--- src/acsc_defines.vh ---
// acsc_defines.vh: constants for the converter serial channel control block
// assumes inclusion by bare name from the design files
`ifndef ACSC_DEFINES_VH
`define ACSC_DEFINES_VH

// ----------------------------------------------------------------
// control byte layout
// ----------------------------------------------------------------
`define ACSC_CTRL_BITS        4'd8
`define ACSC_CHAN_MSB         5
`define ACSC_CHAN_LSB         3
`define ACSC_CHAN_RESET       3'h0

// ----------------------------------------------------------------
// frame timing, in serial clock cycles
// ----------------------------------------------------------------
`define ACSC_CONV_CYCLES      5'd16
`define ACSC_TRACK_CYCLES     5'd3
`define ACSC_LEAD_ZEROS       5'd4
`define ACSC_RESULT_LAST      5'd12
`define ACSC_RESULT_BITS      8

`endif

--- src/acsc_pin_sync.v ---
// acsc_pin_sync.v: two-flop synchroniser for a group of pin inputs
// assumes asynchronous active-high reset and pins outside the clock domain
module acsc_pin_sync #(
    parameter            WIDTH = 3,
    parameter [WIDTH-1:0] RESET = {WIDTH{1'b0}}
) (
    input  wire             core_clk_in,
    input  wire             sys_rst_in,
    input  wire [WIDTH-1:0] pin_in,
    output wire [WIDTH-1:0] sync_out
);
    reg [WIDTH-1:0] meta_q;
    reg [WIDTH-1:0] sync_q;

    always @(posedge core_clk_in or posedge sys_rst_in) begin
        if (sys_rst_in) begin
            meta_q <= RESET;
            sync_q <= RESET;
        end else begin
            meta_q <= pin_in;
            sync_q <= meta_q;
        end
    end

    assign sync_out = sync_q;
endmodule // acsc_pin_sync

--- src/acsc_sar.v ---
// acsc_sar.v: successive-approximation sequencer, one decision in each of the first eight hold cycles
// assumes the comparator input is settled and synchronous to core_clk_in
`include "acsc_defines.vh"
module acsc_sar (
    input  wire       core_clk_in,
    input  wire       sys_rst_in,
    input  wire       start_in,
    input  wire       step_in,
    input  wire       comp_high_in,
    output reg  [7:0] dac_code_out,
    output reg  [7:0] result_out
);
    reg [7:0] trial_q;
    reg [7:0] bit_q;

    always @(posedge core_clk_in or posedge sys_rst_in) begin
        if (sys_rst_in) begin
            trial_q      <= 8'h00;
            bit_q        <= 8'h00;
            dac_code_out <= 8'h00;
            result_out   <= 8'h00;
        end else if (start_in) begin
            trial_q      <= 8'h80;
            bit_q        <= 8'h80;
            dac_code_out <= 8'h80;
        end else if (step_in && bit_q != 8'h00) begin
            // keep the bit when the input is above the trial level
            if (comp_high_in) begin
                trial_q      <= trial_q | (bit_q >> 1);
                dac_code_out <= trial_q | (bit_q >> 1);
                if (bit_q == 8'h01)
                    result_out <= trial_q;
            end else begin
                trial_q      <= (trial_q & ~bit_q) | (bit_q >> 1);
                dac_code_out <= (trial_q & ~bit_q) | (bit_q >> 1);
                if (bit_q == 8'h01)
                    result_out <= trial_q & ~bit_q;
            end
            bit_q <= bit_q >> 1;
        end
    end
endmodule // acsc_sar

--- src/acsc_serial_ctrl.v ---
// acsc_serial_ctrl.v: serial control of an eight-channel 8-bit converter
// assumes chip select, serial clock and data in come from a host off-domain
//
// Overview of operation
// - control byte sampled on first eight rises
// - new channel applies to next conversion
// - bits 7, 6, 2, 1, 0 ignored
// - bits 5..3 select input zero..seven
// - channel resets to input zero
// - first conversion valid, no dummy needed
// - result is 8-bit straight binary
// - powered from 1st to 16th fall while select low, down otherwise
// - power-down between 16th and next 1st fall
// - sixteen cycles per conversion, back to back
// - simultaneous select and clock fall tracks
// - data out released, clock gated when deselected
// - four zeros, result msb first, four zeros
// - track three cycles, hold thirteen
`include "acsc_defines.vh"
module acsc_serial_ctrl (
    input  wire       core_clk_in,
    input  wire       sys_rst_in,
    input  wire       cs_n_in,
    input  wire       sclk_in,
    input  wire       din_in,
    input  wire       comp_high_in,
    output reg        dout_out,
    output reg        dout_oe_out,
    output reg  [2:0] mux_sel_out,
    output reg        track_out,
    output reg        power_up_out,
    output reg  [7:0] dac_code_out,
    output reg  [7:0] result_out
);
    // ----------------------------------------------------------------
    // states
    // ----------------------------------------------------------------
    localparam [2:0] ST_IDLE  = 3'b001;
    localparam [2:0] ST_TRACK = 3'b010;
    localparam [2:0] ST_HOLD  = 3'b100;

    // ----------------------------------------------------------------
    // helpers
    // ----------------------------------------------------------------
    function [2:0] chan_field;
        input [7:0] ctrl;
        begin
            chan_field = ctrl[`ACSC_CHAN_MSB:`ACSC_CHAN_LSB];
        end
    endfunction

    function [4:0] cyc_inc;
        input [4:0] cyc;
        begin
            if (cyc == `ACSC_CONV_CYCLES)
                cyc_inc = 5'd1;
            else
                cyc_inc = cyc + 5'd1;
        end
    endfunction

    // ----------------------------------------------------------------
    // pin synchronisers and edge detection
    // ----------------------------------------------------------------
    wire [2:0] pins_s;
    reg        cs_n_q;
    reg        sclk_q;

    acsc_pin_sync #(
        .WIDTH (3),
        .RESET (3'b011)
    ) u_sync (
        .core_clk_in (core_clk_in),
        .sys_rst_in  (sys_rst_in),
        .pin_in      ({cs_n_in, sclk_in, din_in}),
        .sync_out    (pins_s)
    );

    wire cs_n_s   = pins_s[2];
    wire sclk_s   = pins_s[1];
    wire din_s    = pins_s[0];
    wire cs_fall  = cs_n_q & ~cs_n_s;
    // clock gated off while deselected
    wire sck_rise = ~cs_n_s & ~sclk_q & sclk_s;
    wire sck_fall = ~cs_n_s & sclk_q & ~sclk_s;

    always @(posedge core_clk_in or posedge sys_rst_in) begin
        if (sys_rst_in) begin
            cs_n_q <= 1'b1;
            sclk_q <= 1'b1;
        end else begin
            cs_n_q <= cs_n_s;
            sclk_q <= sclk_s;
        end
    end

    // ----------------------------------------------------------------
    // frame sequencing
    // ----------------------------------------------------------------
    reg  [2:0] state_q;
    reg  [4:0] fall_cnt_q;   // falling edges seen in this conversion
    reg  [3:0] rise_cnt_q;   // rising edges seen in this conversion
    reg  [7:0] shift_q;
    reg  [2:0] chan_q;
    reg        sar_start_q;
    wire [7:0] sar_dac;
    wire [7:0] sar_result;

    // select falling with clock low counts as the first falling edge
    wire first_fall = cs_fall & ~sclk_s;
    wire any_fall   = sck_fall | first_fall;
    wire [4:0] fall_next = cyc_inc(fall_cnt_q);

    always @(posedge core_clk_in or posedge sys_rst_in) begin
        if (sys_rst_in) begin
            state_q     <= ST_IDLE;
            fall_cnt_q  <= 5'd0;
            rise_cnt_q  <= 4'd0;
            shift_q     <= 8'h00;
            chan_q      <= `ACSC_CHAN_RESET;
            mux_sel_out <= `ACSC_CHAN_RESET;
            sar_start_q <= 1'b0;
        end else begin
            sar_start_q <= 1'b0;
            if (cs_n_s) begin
                // partial byte discarded, stored channel kept
                state_q    <= ST_IDLE;
                fall_cnt_q <= 5'd0;
                rise_cnt_q <= 4'd0;
            end else begin
                if (cs_fall) begin
                    rise_cnt_q <= 4'd0;
                    // mux follows the byte of the previous conversion
                    mux_sel_out <= chan_q;
                end
                if (any_fall) begin
                    fall_cnt_q <= fall_next;
                    case (fall_next)
                        5'd1: begin
                            state_q     <= ST_TRACK;
                            mux_sel_out <= chan_q;
                        end
                        `ACSC_LEAD_ZEROS: begin
                            state_q     <= ST_HOLD;
                            sar_start_q <= 1'b1;
                        end
                        default: state_q <= state_q;
                    endcase
                end
                if (sck_rise) begin
                    if (rise_cnt_q < `ACSC_CTRL_BITS)
                        shift_q <= {shift_q[6:0], din_s};
                    if (rise_cnt_q == `ACSC_CTRL_BITS - 4'd1)
                        chan_q <= chan_field({shift_q[6:0], din_s});
                    if (rise_cnt_q == 4'd15)
                        rise_cnt_q <= 4'd0;
                    else
                        rise_cnt_q <= rise_cnt_q + 4'd1;
                end
            end
        end
    end

    // ----------------------------------------------------------------
    // converter core
    // ----------------------------------------------------------------
    acsc_sar u_sar (
        .core_clk_in  (core_clk_in),
        .sys_rst_in   (sys_rst_in),
        .start_in     (sar_start_q),
        .step_in      (sck_fall & (state_q == ST_HOLD)),
        .comp_high_in (comp_high_in),
        .dac_code_out (sar_dac),
        .result_out   (sar_result)
    );

    // ----------------------------------------------------------------
    // outputs
    // ----------------------------------------------------------------
    always @(posedge core_clk_in or posedge sys_rst_in) begin
        if (sys_rst_in) begin
            dout_out     <= 1'b0;
            dout_oe_out  <= 1'b0;
            track_out    <= 1'b0;
            power_up_out <= 1'b0;
            dac_code_out <= 8'h00;
            result_out   <= 8'h00;
        end else begin
            dout_oe_out  <= ~cs_n_s;
            track_out    <= ~cs_n_s & (state_q == ST_TRACK);
            // down when deselected or between conversions
            power_up_out <= ~cs_n_s & (state_q != ST_IDLE) &
                            ~(fall_cnt_q == `ACSC_CONV_CYCLES);
            dac_code_out <= sar_dac;
            result_out   <= sar_result;
            if (cs_n_s) begin
                dout_out <= 1'b0;
            end else if (any_fall) begin
                if (fall_next > `ACSC_LEAD_ZEROS &&
                    fall_next <= `ACSC_RESULT_LAST) begin
                    // bit decided by this step, msb first
                    dout_out <= comp_high_in;
                end else begin
                    dout_out <= 1'b0;
                end
            end
        end
    end
endmodule // acsc_serial_ctrl

--- config.mk ---
export PLATFORM = sky130hd
export DESIGN_NAME = acsc_serial_ctrl
export DESIGN_NICKNAME = d
export VERILOG_FILES = /design/src/acsc_pin_sync.v /design/src/acsc_sar.v /design/src/acsc_serial_ctrl.v
export VERILOG_INCLUDE_DIRS = /design/src
export SDC_FILE = /design/constraint.sdc
export NUM_CORES = 1
export LEC_CHECK = 0
export BUFFER_PORTS_ARGS = -buffer_cell sky130_fd_sc_hd__clkbuf_2
export CORE_UTILIZATION = 55
export CTS_BUF_LIST = sky130_fd_sc_hd__clkbuf_4
export DETAILED_ROUTE_END_ITERATION = 10
export PLACE_DENSITY = 0.78
export SYNTH_ARGS = -nofsm -noshare
export SYNTH_HDL_FRONTEND = slang
export SYNTH_HIERARCHICAL = 1
export SYNTH_SLANG_ARGS = --single-unit
--- constraint.sdc ---
create_clock -name core_clk_in -period 2.2 [get_ports core_clk_in]
set_input_delay 0.22 -clock core_clk_in [delete_from_list [all_inputs] [get_ports core_clk_in]]
set_output_delay 0.22 -clock core_clk_in [all_outputs]
set_load 0.005 [all_outputs]
* Word level (Yosys, flattened, before mapping)
Cells that the tools add are included.
** Word-level totals
- Register bits :: 76
- Input bits :: 6
- Output and inout bits :: 23
- Word-level logic and storage cells :: 92
** Operators by class
- $add $sub $neg :: 2
- Magnitude comparators :: 3
- Equality and inequality tests :: 9
- Multiplexer cells :: 27
- Bitwise operators :: 20
- Reduce and logical (&&, ||, !) cells :: 11
** Operator list (count)
- $mux W8 :: 8
- $mux W4 :: 4
- $or A8 B7 Y8 :: 2
- $mux W3 :: 5
- $mux W5 :: 3
- $and A1 B1 Y1 :: 10
- $reduce_and A3 Y1 :: 3
- $and A8 B8 Y8 :: 1
- $eq A8 B1 Y1 const B :: 1
- $not A8 Y8 :: 1
- $reduce_bool A8 Y1 :: 1
- $mux W1 :: 6
- $pmux W3 S2 :: 1
- $reduce_bool A3 Y1 :: 2
- $add A5 B1 Y5 const B :: 1
- $eq A5 B1 Y1 const B :: 1
- $eq A5 B3 Y1 const B :: 1
- $eq A5 B5 Y1 const B :: 1
- $gt A5 B3 Y1 const B :: 1
- $le A5 B4 Y1 const B :: 1
- $not A1 Y1 :: 5
- $add A4 B1 Y4 const B :: 1
- $eq A4 B3 Y1 const B :: 1
- $eq A4 B4 Y1 const B :: 1
- other kinds (8) :: 10

* Logic depth before layout (Yosys ltp)
Gate-level depths: netlist of the first run.
- Depth in word-level cells :: 7
- Depth in mapped cells :: 6
- Mapped depth without buffers :: 6

* By module
The synthesis of the first run kept the hierarchy.
** By module, submodules not included
- acsc_serial_ctrl :: instances 1, cells each 141, area an instance 1843.0 µm², sequential area each 1154.9 µm²
- acsc_sar :: instances 1, cells each 103, area an instance 1049.8 µm², sequential area each 600.6 µm²
- acsc_pin_sync :: instances 1, cells each 7, area an instance 158.9 µm², sequential area each 155.1 µm²

* Least setup slack after synthesis of the first run
OpenSTA, ideal clock, no wires.
- Path kind :: register to register
- From :: register fall_cnt_q[0]
- To :: register mux_sel_out[0]
- Library setup time :: 0.128 ns
- Data arrival time :: 2.047 ns
- Data required time :: 2.072 ns
- Slack :: 0.026 ns
- Stages on the path, launching flop included :: 7
- Buffers on the path :: 0
- Clock period less this slack :: 2.174 ns
- Cells stage by stage :: dfrtp_1 > inv_1 > ha_1 > nand2b_4 > a2111o_1 > o41ai_4 > mux2_1
** On the way
- Word-level cells in the longest chain between the ends :: 5
- Elaborated cells between the ends (all ways) :: 6
- Those cells by class :: add/sub: 1; eq/ne: 2; mux: 3
** Ends and longest elaborated chain
- start: declaration :: line acsc_serial_ctrl.v:101 : reg [4:0] fall_cnt_q;
- start signal: assignment :: line acsc_serial_ctrl.v:137 : fall_cnt_q <= fall_next;
- $add A5 B1 Y5 / $eq A5 B5 Y1 (equally long branches)
- $mux W5 (*) :: line acsc_serial_ctrl.v:55 : if (cyc == `ACSC_CONV_CYCLES)
- $eq A5 B1 Y1 (*) :: line acsc_serial_ctrl.v:138 : case (fall_next)
- $mux W3 (*) :: line acsc_serial_ctrl.v:138
- $mux W3 (*) :: line acsc_serial_ctrl.v:136 : if (any_fall) begin
- end signal: assignment :: line acsc_serial_ctrl.v:121 : mux_sel_out <= `ACSC_CHAN_RESET;
- end signal: assignment :: line acsc_serial_ctrl.v:134 : mux_sel_out <= chan_q;
- end signal: assignment :: line acsc_serial_ctrl.v:141 : mux_sel_out <= chan_q;
- end: declaration :: line acsc_serial_ctrl.v:29 : output reg [2:0] mux_sel_out,
Mark *: on every way between the ends. The rest lies on a longest branch, timed or not.
A chain may end at the register's enable or synchronous reset.

* Worst setup path after layout of the first run
- From :: register fall_cnt_q[0]
- To :: register state_q[2]
** On the way
- Word-level cells in the longest chain between the ends :: 6
- Elaborated cells between the ends (all ways) :: 10
- Those cells by class :: add/sub: 1; eq/ne: 3; mux: 4; reduce/logical: 2
** Ends and longest elaborated chain
- $add A5 B1 Y5 / $eq A5 B5 Y1 (equally long branches)
- $mux W5 (*) :: line acsc_serial_ctrl.v:55
- $eq A5 B3 Y1 / $eq A5 B1 Y1 (equally long branches) :: line acsc_serial_ctrl.v:138
- $pmux W3 S2 :: line acsc_serial_ctrl.v:138
- $mux W3 :: line acsc_serial_ctrl.v:136
- $mux W3 :: line acsc_serial_ctrl.v:125 : if (cs_n_s) begin
- end signal: assignment :: line acsc_serial_ctrl.v:147 : default: state_q <= state_q;
- end: declaration :: line acsc_serial_ctrl.v:100 : reg [2:0] state_q;
Mark *: on every way between the ends. The rest lies on a longest branch, timed or not. The select of a mux whose other input is x is not followed.

==> qor.log, run 1 <==
qor: finish.final-instance-count-excl-fill 378
qor: yosys.cell_area_after_synthesis 3050 um^2
qor: route.route.vias.total 2042
qor: floorplanning.die_y 76.5 um
qor: place.half_perimeter_wire_length_after_detailed_placement 3780 um
qor: yosys.post-synth-top-area-cell sky130_fd_sc_hd__dfrtp_1
qor: clocking.cts.htree.levels 3
qor: setup_path.arrival_time_of_the_worst_setup_path 2.42 ns
qor: setup_path.timing.critical_path.from_type flip-flop
qor: power_and_ir_drop.total_leakage_power 1.68 nW
qor: sta.fmax 476 MHz
qor: floorplanning.ioPinCount 29
qor: finish.diodes 0
qor: global_route.antenna_found_initial 0
qor: yosys.synth_sequential_area_ratio 62.6%
qor: sta.hold_viol_final 0
qor: yosys.mappedNetlistNets 260
qor: yosys.synth_area_leaders sky130_fd_sc_hd__dfrtp_1 (57%), sky130_fd_sc_hd__dfstp_2 (6.0%), sky130_fd_sc_hd__mux2_1 (4.1%), sky130_fd_sc_hd__a21oi_1 (3.1%), sky130_fd_sc_hd__nand2_1 (3.1%)
qor: route.initialDrtViolationCount 133
qor: sta.worst-slew-pin-transition 0.663 ns
qor: place.post-place-cells 359
qor: setup_path.crit_chain inv_1, ha_1, nand2b_4, a2111o_1, or4_1, a31o_1
qor: yosys.ys_warn_count 6
qor: route.drt-vias-per-instance 5.40
qor: outcome.result_of_the_run complete, no violations
qor: sta.setup_viol_count_final 0
qor: yosys.yosys_register_bits 76
qor: sta.clock-skew-final 0.0166 ns
qor: finish.most_common_cell_after_layout_fill_and_taps_aside sky130_fd_sc_hd__dfrtp_1
qor: sta.timing.final.crit_share 95.5%
qor: global_route.first_global_vias 2070
qor: sta.slew_viol_final 0
qor: global_route.grt_start_max_net_pins 29
qor: floorplanning.die-area 5850 um^2
qor: setup_path.critPathMaxStageDelay 0.56 ns
qor: setup_path.setup.worst_path.class reg -> reg
qor: yosys.synth_edf_count 0
qor: route.antenna_violating_nets_post_route 0
qor: yosys.synthArstFlopShare 100%
qor: yosys.synth.top_cell.area_share 56.6%
qor: yosys.synth_cells 251
qor: power_and_ir_drop.ir_drop_worst_vdd 0.000478 V
qor: finish.number_of_fill_cells 398
qor: global_route.grt_first_pass_wirelength 9320 um
qor: sta.slew_headroom 55.5%
qor: finish.ratio_of_cells_with_drive_above_1_in_the_final_layout 23.7%
qor: sta.rsz0062_at_grt false
qor: global_route.tot_gr_track_use 20.8%
qor: clocking.cts.sink_count 76
qor: finish.mostFrequentLayoutCells sky130_fd_sc_hd__dfrtp_1 (69), sky130_fd_sc_hd__clkbuf_2 (28), sky130_fd_sc_hd__nand2_1 (25)
qor: finish.num-nets-final 313
qor: route.routed_wirelength 5350 um
qor: clocking.numCtsBuffers 9
qor: clocking.max-clock-path-buffers 2
qor: floorplanning.width_of_the_chip 76.5 um
qor: setup_path.worst_ep_required_time 2.51 ns
qor: clocking.clk_root_buffer_cell sky130_fd_sc_hd__clkbuf_4
qor: clocking.tritoncts yes
qor: yosys.ys_types 53
qor: sta.layout_min_cycle_time 2.10 ns
qor: worst_hold_path.hold_class in -> reg
qor: finish.layout_overhead_on_the_synthesized_area 16.5%
qor: floorplanning.floorplan.initialDensity 58.3%
qor: place.globalplace.congestion 0.849
qor: setup_path.setup.worst_path.end_class flip-flop
qor: setup_path.slowest_stage sky130_fd_sc_hd__or4_1
qor: global_route.grt-ovfl-total 0
qor: flow_run.drv.max_cap_violation_count 0
qor: route.drt_drc_violations_left 0
qor: place.port-buffer-count 28
qor: floorplanning.design.core.area 5240 um^2
qor: power_and_ir_drop.power.density_cell_area 770 nW/um^2
qor: route.avgRoutedWirePerCell 14.2 um
qor: yosys.yosys_most_used_dff sky130_fd_sc_hd__dfrtp_1
qor: floorplanning.std_cell_rows 26
qor: route.drtPass1Iterations 4
qor: sta.setup-tns-final 0 ns
qor: place.post_dp_cell_area 3360 um^2
qor: clocking.cts.clk_slew.worst_paths 0.12 ns
qor: setup_path.critical_path_peak_fanout 4
qor: clocking.clk_latency 0.41 ns
qor: finish.final_design_area_no_fill 3560 um^2
qor: yosys.avgSynthCellArea 12.2 um^2
==> critical path: cells and delay by family, from the launching register on <==
kind	cells	cell delay, ns
AO/OA/AOI/OAI	2	0.68
AND/OR/NAND/NOR	2	0.63
adder cells (fa/ha/maj)	1	0.23
flip-flops	1	0.39
buffers and inverters	1	0.09
==> registers in the layout (all words and copies together) (netlist names) <==
| signal | cells |
|---|---|
| sar_start_q | 1 |
| dout_out | 1 |
| u_sar/dac_code_out | 8 |
| dac_code_out | 8 |
| cs_n_q | 1 |
| state_q | 3 |
| dout_oe_out | 1 |
| chan_q | 3 |
| fall_cnt_q | 5 |
| power_up_out | 1 |
| u_sync/meta_q | 3 |
| u_sar/bit_q | 8 |
| sclk_q | 1 |
| mux_sel_out | 3 |
| track_out | 1 |
| result_out | 8 |
| u_sync/sync_out | 3 |
| rise_cnt_q | 4 |
| shift_q | 5 |
| u_sar/result_out | 8 |
==> metal layers <==
| layer | up-vias | global-route usage [%] | part of all wire [%] |
|---|---|---|---|
| met2 | 50 | 31.6 | 48 |
| met5 | - | 0 | 0 |
| met1 | 1011 | 28.1 | 47 |
| met4 | 0 | 9.42 | 0.67 |
| li1 | 977 | - | - |
| met3 | 4 | 5.39 | 3.4 |
==> power breakdown <==
group	total (mW)	leakage (nW)	internal [mW]	switching (mW)
registers	1.59	0.955	1.52	0.0704
clock network	0.890	0.0769	0.446	0.445
logic	0.257	0.652	0.123	0.134
==> worst paths after layout <==
| kind | start | end | slack, ns | cells after the start |
|---|---|---|---|---|
| min in group asynchronous | sys_rst_in | u_sync/meta_q[2] | 0.29 | 3 |
| hold / removal | comp_high_in | u_sar/result_out[0] | 0.25 | 3 |
| hold reg to reg | u_sync/meta_q[2] | u_sync/sync_out[2] | 0.36 | 0 |
| setup reg to reg | fall_cnt_q[0] | state_q[2] | 0.1 | 6 |
| max in group asynchronous | sys_rst_in | cs_n_q | 1.14 | 4 |
| setup / recovery | fall_cnt_q[0] | state_q[2] | 0.1 | 6 |
==> cells by family after synthesis <==
group / share of synthesized area, %
mux: 6.68
fa+ha+maj: 1.23
simple gates: 12.2
xor+xnor: 0.574
flops: 62.6
buf+inv: 4.06
compound gates: 12.7
==> Yosys cell counts, types with 2 or more instances <==
master and number:
sky130_fd_sc_hd__nor3_1 3, sky130_fd_sc_hd__nand2b_1 5, sky130_fd_sc_hd__nand3b_1 2, sky130_fd_sc_hd__inv_1 23
sky130_fd_sc_hd__dfstp_2 7, sky130_fd_sc_hd__o211ai_1 3, sky130_fd_sc_hd__ha_1 3, sky130_fd_sc_hd__nor2_1 5
sky130_fd_sc_hd__nand3_1 3, sky130_fd_sc_hd__o31ai_1 3, sky130_fd_sc_hd__a21oi_1 19, sky130_fd_sc_hd__a21boi_0 2
sky130_fd_sc_hd__nor2b_1 2, sky130_fd_sc_hd__nor3b_1 2, sky130_fd_sc_hd__o21ai_1 10, sky130_fd_sc_hd__mux2_1 11
sky130_fd_sc_hd__inv_2 2, sky130_fd_sc_hd__buf_2 3, sky130_fd_sc_hd__nand2_1 25, sky130_fd_sc_hd__dfrtp_1 69
sky130_fd_sc_hd__mux2i_1 8, sky130_fd_sc_hd__o21ai_0 10
==> repair_timing <==
item	in CTS	in global routing
hold endpoints to repair	57	0
pin swaps	1	1
buffers inserted	0	0
resized for setup	0	1
setup endpoints to repair	3	3
hold buffers	4	0
==> metrics by stage <==
step                      util [%]  hold slack [ns]  total power, mW  worst slack [ns]
after detailed placement      64.2            0.154             1.88          -0.00509
after CTS                     67.8            0.241             2.76            0.0450
after global routing          67.9            0.264             2.88            0.0381
final                         67.9            0.252             2.74            0.0990
after global placement        64.2            0.144             1.86            0.0719
after floorplan                  -          0.00806             1.76            0.0259
==> cell type report <==
| cell class | instances | area, um^2 | area share, % |
|---|---|---|---|
| inverter | 25 | 93.8 | 2.64 |
| tap | 70 | 87.6 | 2.46 |
| sequential | 76 | 1910 | 53.7 |
| timing repair buffer | 47 | 293 | 8.23 |
| multi-input combinational | 145 | 1020 | 28.8 |
| clock inverter | 6 | 80.1 | 2.25 |
| clock buffer | 9 | 67.6 | 1.90 |
Power figures use the tool's default switching activity.
==> inputs of run 2 (changes only) <==
- CELL_PAD_IN_SITES_DETAIL_PLACEMENT: unset -> 0
- CELL_PAD_IN_SITES_GLOBAL_PLACEMENT: unset -> 1
- CORE_UTILIZATION: 55 -> 44
- PLACE_DENSITY: 0.78 -> unset
- PLACE_DENSITY_LB_ADDON: unset -> 0.1
==> run 2 against run 1 <==
Via count shrank 2.3%. Sequential cell count is the same. Cell count grew 2.6%. Clock power grew 9.7%. Sequential share of layout area shrank 0.69 points. Sequential power is essentially flat. Count of clock-buffer cells in the layout grew 2. Non-clock buffer count grew 2. Critical path type unchanged. Critical endpoint unchanged. Highest routed layer unchanged.
==> qor.log, run 2 (synthesized netlist as in run 1, its figures left out) <==
qor: sta.rsz0062_at_grt false
qor: outcome.result_of_the_run complete, no violations
qor: setup_path.worst_setup_path_startpoint fall_cnt_q[0]
qor: sta.setup-tns-final 0 ns
qor: floorplanning.design.core.area 6530 um^2
qor: clocking.numCtsBuffers 9
qor: floorplanning.ioPinCount 29
qor: floorplanning.die-area 7270 um^2
qor: finish.ratio_of_cells_with_drive_above_1_in_the_final_layout 24.8%
qor: power_and_ir_drop.total_leakage_power 1.70 nW
qor: worst_hold_path.hold_class in -> reg
qor: route.drtPass1Iterations 4
qor: route.route.vias.total 1995
qor: floorplanning.width_of_the_chip 85.3 um
qor: place.globalplace.congestion 0.760
qor: flow_run.drv.max_cap_violation_count 0
qor: route.routed_wirelength 5530 um
qor: setup_path.arrival_time_of_the_worst_setup_path 2.36 ns
qor: worst_hold_path.holdCritStartpoint comp_high_in
qor: global_route.antenna_found_initial 0
qor: sta.slew_viol_final 0
qor: setup_path.timing.critical_path.from_type flip-flop
qor: clocking.tritoncts yes
qor: finish.diodes 0
qor: sta.setup_viol_count_final 0
qor: place.half_perimeter_wire_length_after_detailed_placement 3680 um
qor: finish.num-nets-final 315
qor: route.avgRoutedWirePerCell 14.2 um
qor: setup_path.setup.worst_path.end_class flip-flop
qor: global_route.grt-ovfl-total 0
qor: global_route.tot_gr_track_use 17.5%
qor: floorplanning.std_cell_rows 29
qor: finish.layout_overhead_on_the_synthesized_area 18.0%
qor: setup_path.worst_ep_required_time 2.50 ns
qor: route.antenna_violating_nets_post_route 0
qor: sta.layout_min_cycle_time 2.06 ns
qor: place.port-buffer-count 28
qor: floorplanning.floorplan.initialDensity 46.7%
qor: sta.fmax 486 MHz
qor: setup_path.critical_path_peak_fanout 3
qor: route.initialDrtViolationCount 100
qor: power_and_ir_drop.ir_drop_worst_vdd 0.000394 V
qor: route.drt-vias-per-instance 5.14
qor: global_route.first_global_vias 2042
qor: power_and_ir_drop.totalPowerFinal 2.82 mW
qor: global_route.grt_start_max_net_pins 47
qor: clocking.clk_latency 0.41 ns
qor: route.drt_drc_violations_left 0
qor: sta.hold_viol_final 0
qor: sta.slew_headroom 53.6%
qor: clocking.cts.htree.levels 3
qor: clocking.post_cts.repair.setup_buffers 0
qor: sta.timing.final.crit_share 93.5%
qor: clocking.cts.clk_slew.worst_paths 0.12 ns
qor: sta.worst-slew-pin-transition 0.691 ns
qor: clocking.max-clock-path-buffers 2
qor: setup_path.setup.worst_path.class reg -> reg
qor: clocking.clk_root_buffer_cell sky130_fd_sc_hd__clkbuf_4
qor: finish.mostFrequentLayoutCells sky130_fd_sc_hd__dfrtp_1 (69), sky130_fd_sc_hd__clkbuf_2 (28), sky130_fd_sc_hd__nand2_1 (25)
qor: finish.most_common_cell_after_layout_fill_and_taps_aside sky130_fd_sc_hd__dfrtp_1
qor: clocking.cts.sink_count 76
qor: setup_path.reg2reg_from fall_cnt_q[0]
qor: global_route.grt_first_pass_wirelength 9660 um
qor: sta.clock-skew-final 0.00909 ns
qor: power_and_ir_drop.power.density_cell_area 783 nW/um^2
qor: floorplanning.die_y 85.3 um
-- run 2: cell types whose count changed in the layout (fill, tap and decap cells not counted), sizes merged --
cell and change:
inv +1, clkbuf +2, clkinv -2, buf +2
-- run 2: final cells by class --
type	instances	area [um^2]
clock inverters	5	85.1
multi-input cells	145	1030
repair buffers	49	308
well taps	77	96.3
inverters	25	93.8
fillers	626	2930
flip-flops and latches	76	1910
clock buffers	11	82.6
-- run 2: worst paths after layout --
path	depth (start not counted)	slack [ns]	endpoint
setup / recovery	6	0.14	state_q[2]
hold / removal	3	0.25	u_sar/result_out[7]
setup reg to reg	6	0.14	state_q[2]
hold reg to reg	0	0.36	u_sync/sync_out[2]
max in group asynchronous	4	1.29	dout_out
min in group asynchronous	3	0.28	u_sync/meta_q[2]
-- run 2: stage by stage --
step / std cells / util [%] / setup slack, ns / area (um^2) / hold slack [ns]
after floorplan: 251 / - / 0.0259 / 3050 / 0.00806
after global placement: 368 / 51.8 / 0.101 / 3390 / 0.150
after detailed placement: 368 / 51.8 / 0.0703 / 3390 / 0.153
after CTS: 388 / 55.0 / 0.0491 / 3590 / 0.225
after global routing: 388 / 55.2 / 0.0145 / 3600 / 0.243
final: 388 / 55.2 / 0.142 / 3600 / 0.246
-- run 2: power breakdown --
part	internal, mW	total, mW	switching [mW]
combinational	0.124	0.257	0.133
clock	0.493	0.976	0.483
sequential	1.52	1.59	0.0661
-- run 2: what timing repair did --
item                                    4_1_cts  5_1_grt
resized for setup                             0        1
endpoints found under the setup margin        0        5
hold buffers                                  4        0
endpoints found under the hold margin        76        0
-- run 2: per-layer routing --
metal | part of all wire, % | vias up | global-route usage [%]
li1 | - | 981 | -
met5 | 0 | - | 0
met3 | 2.6 | 7 | 3.70
met4 | 1.4 | 0 | 8.48
met2 | 44 | 32 | 25.1
met1 | 52 | 975 | 25.4
-- run 2: critical path: stages (launching register included) --
cell,delay [ns]
sky130_fd_sc_hd__dfrtp_1,0.40
sky130_fd_sc_hd__inv_1,0.08
sky130_fd_sc_hd__ha_1,0.21
sky130_fd_sc_hd__nand2b_4,0.07
sky130_fd_sc_hd__a2111o_1,0.42
sky130_fd_sc_hd__or4_1,0.55
sky130_fd_sc_hd__a31o_1,0.23
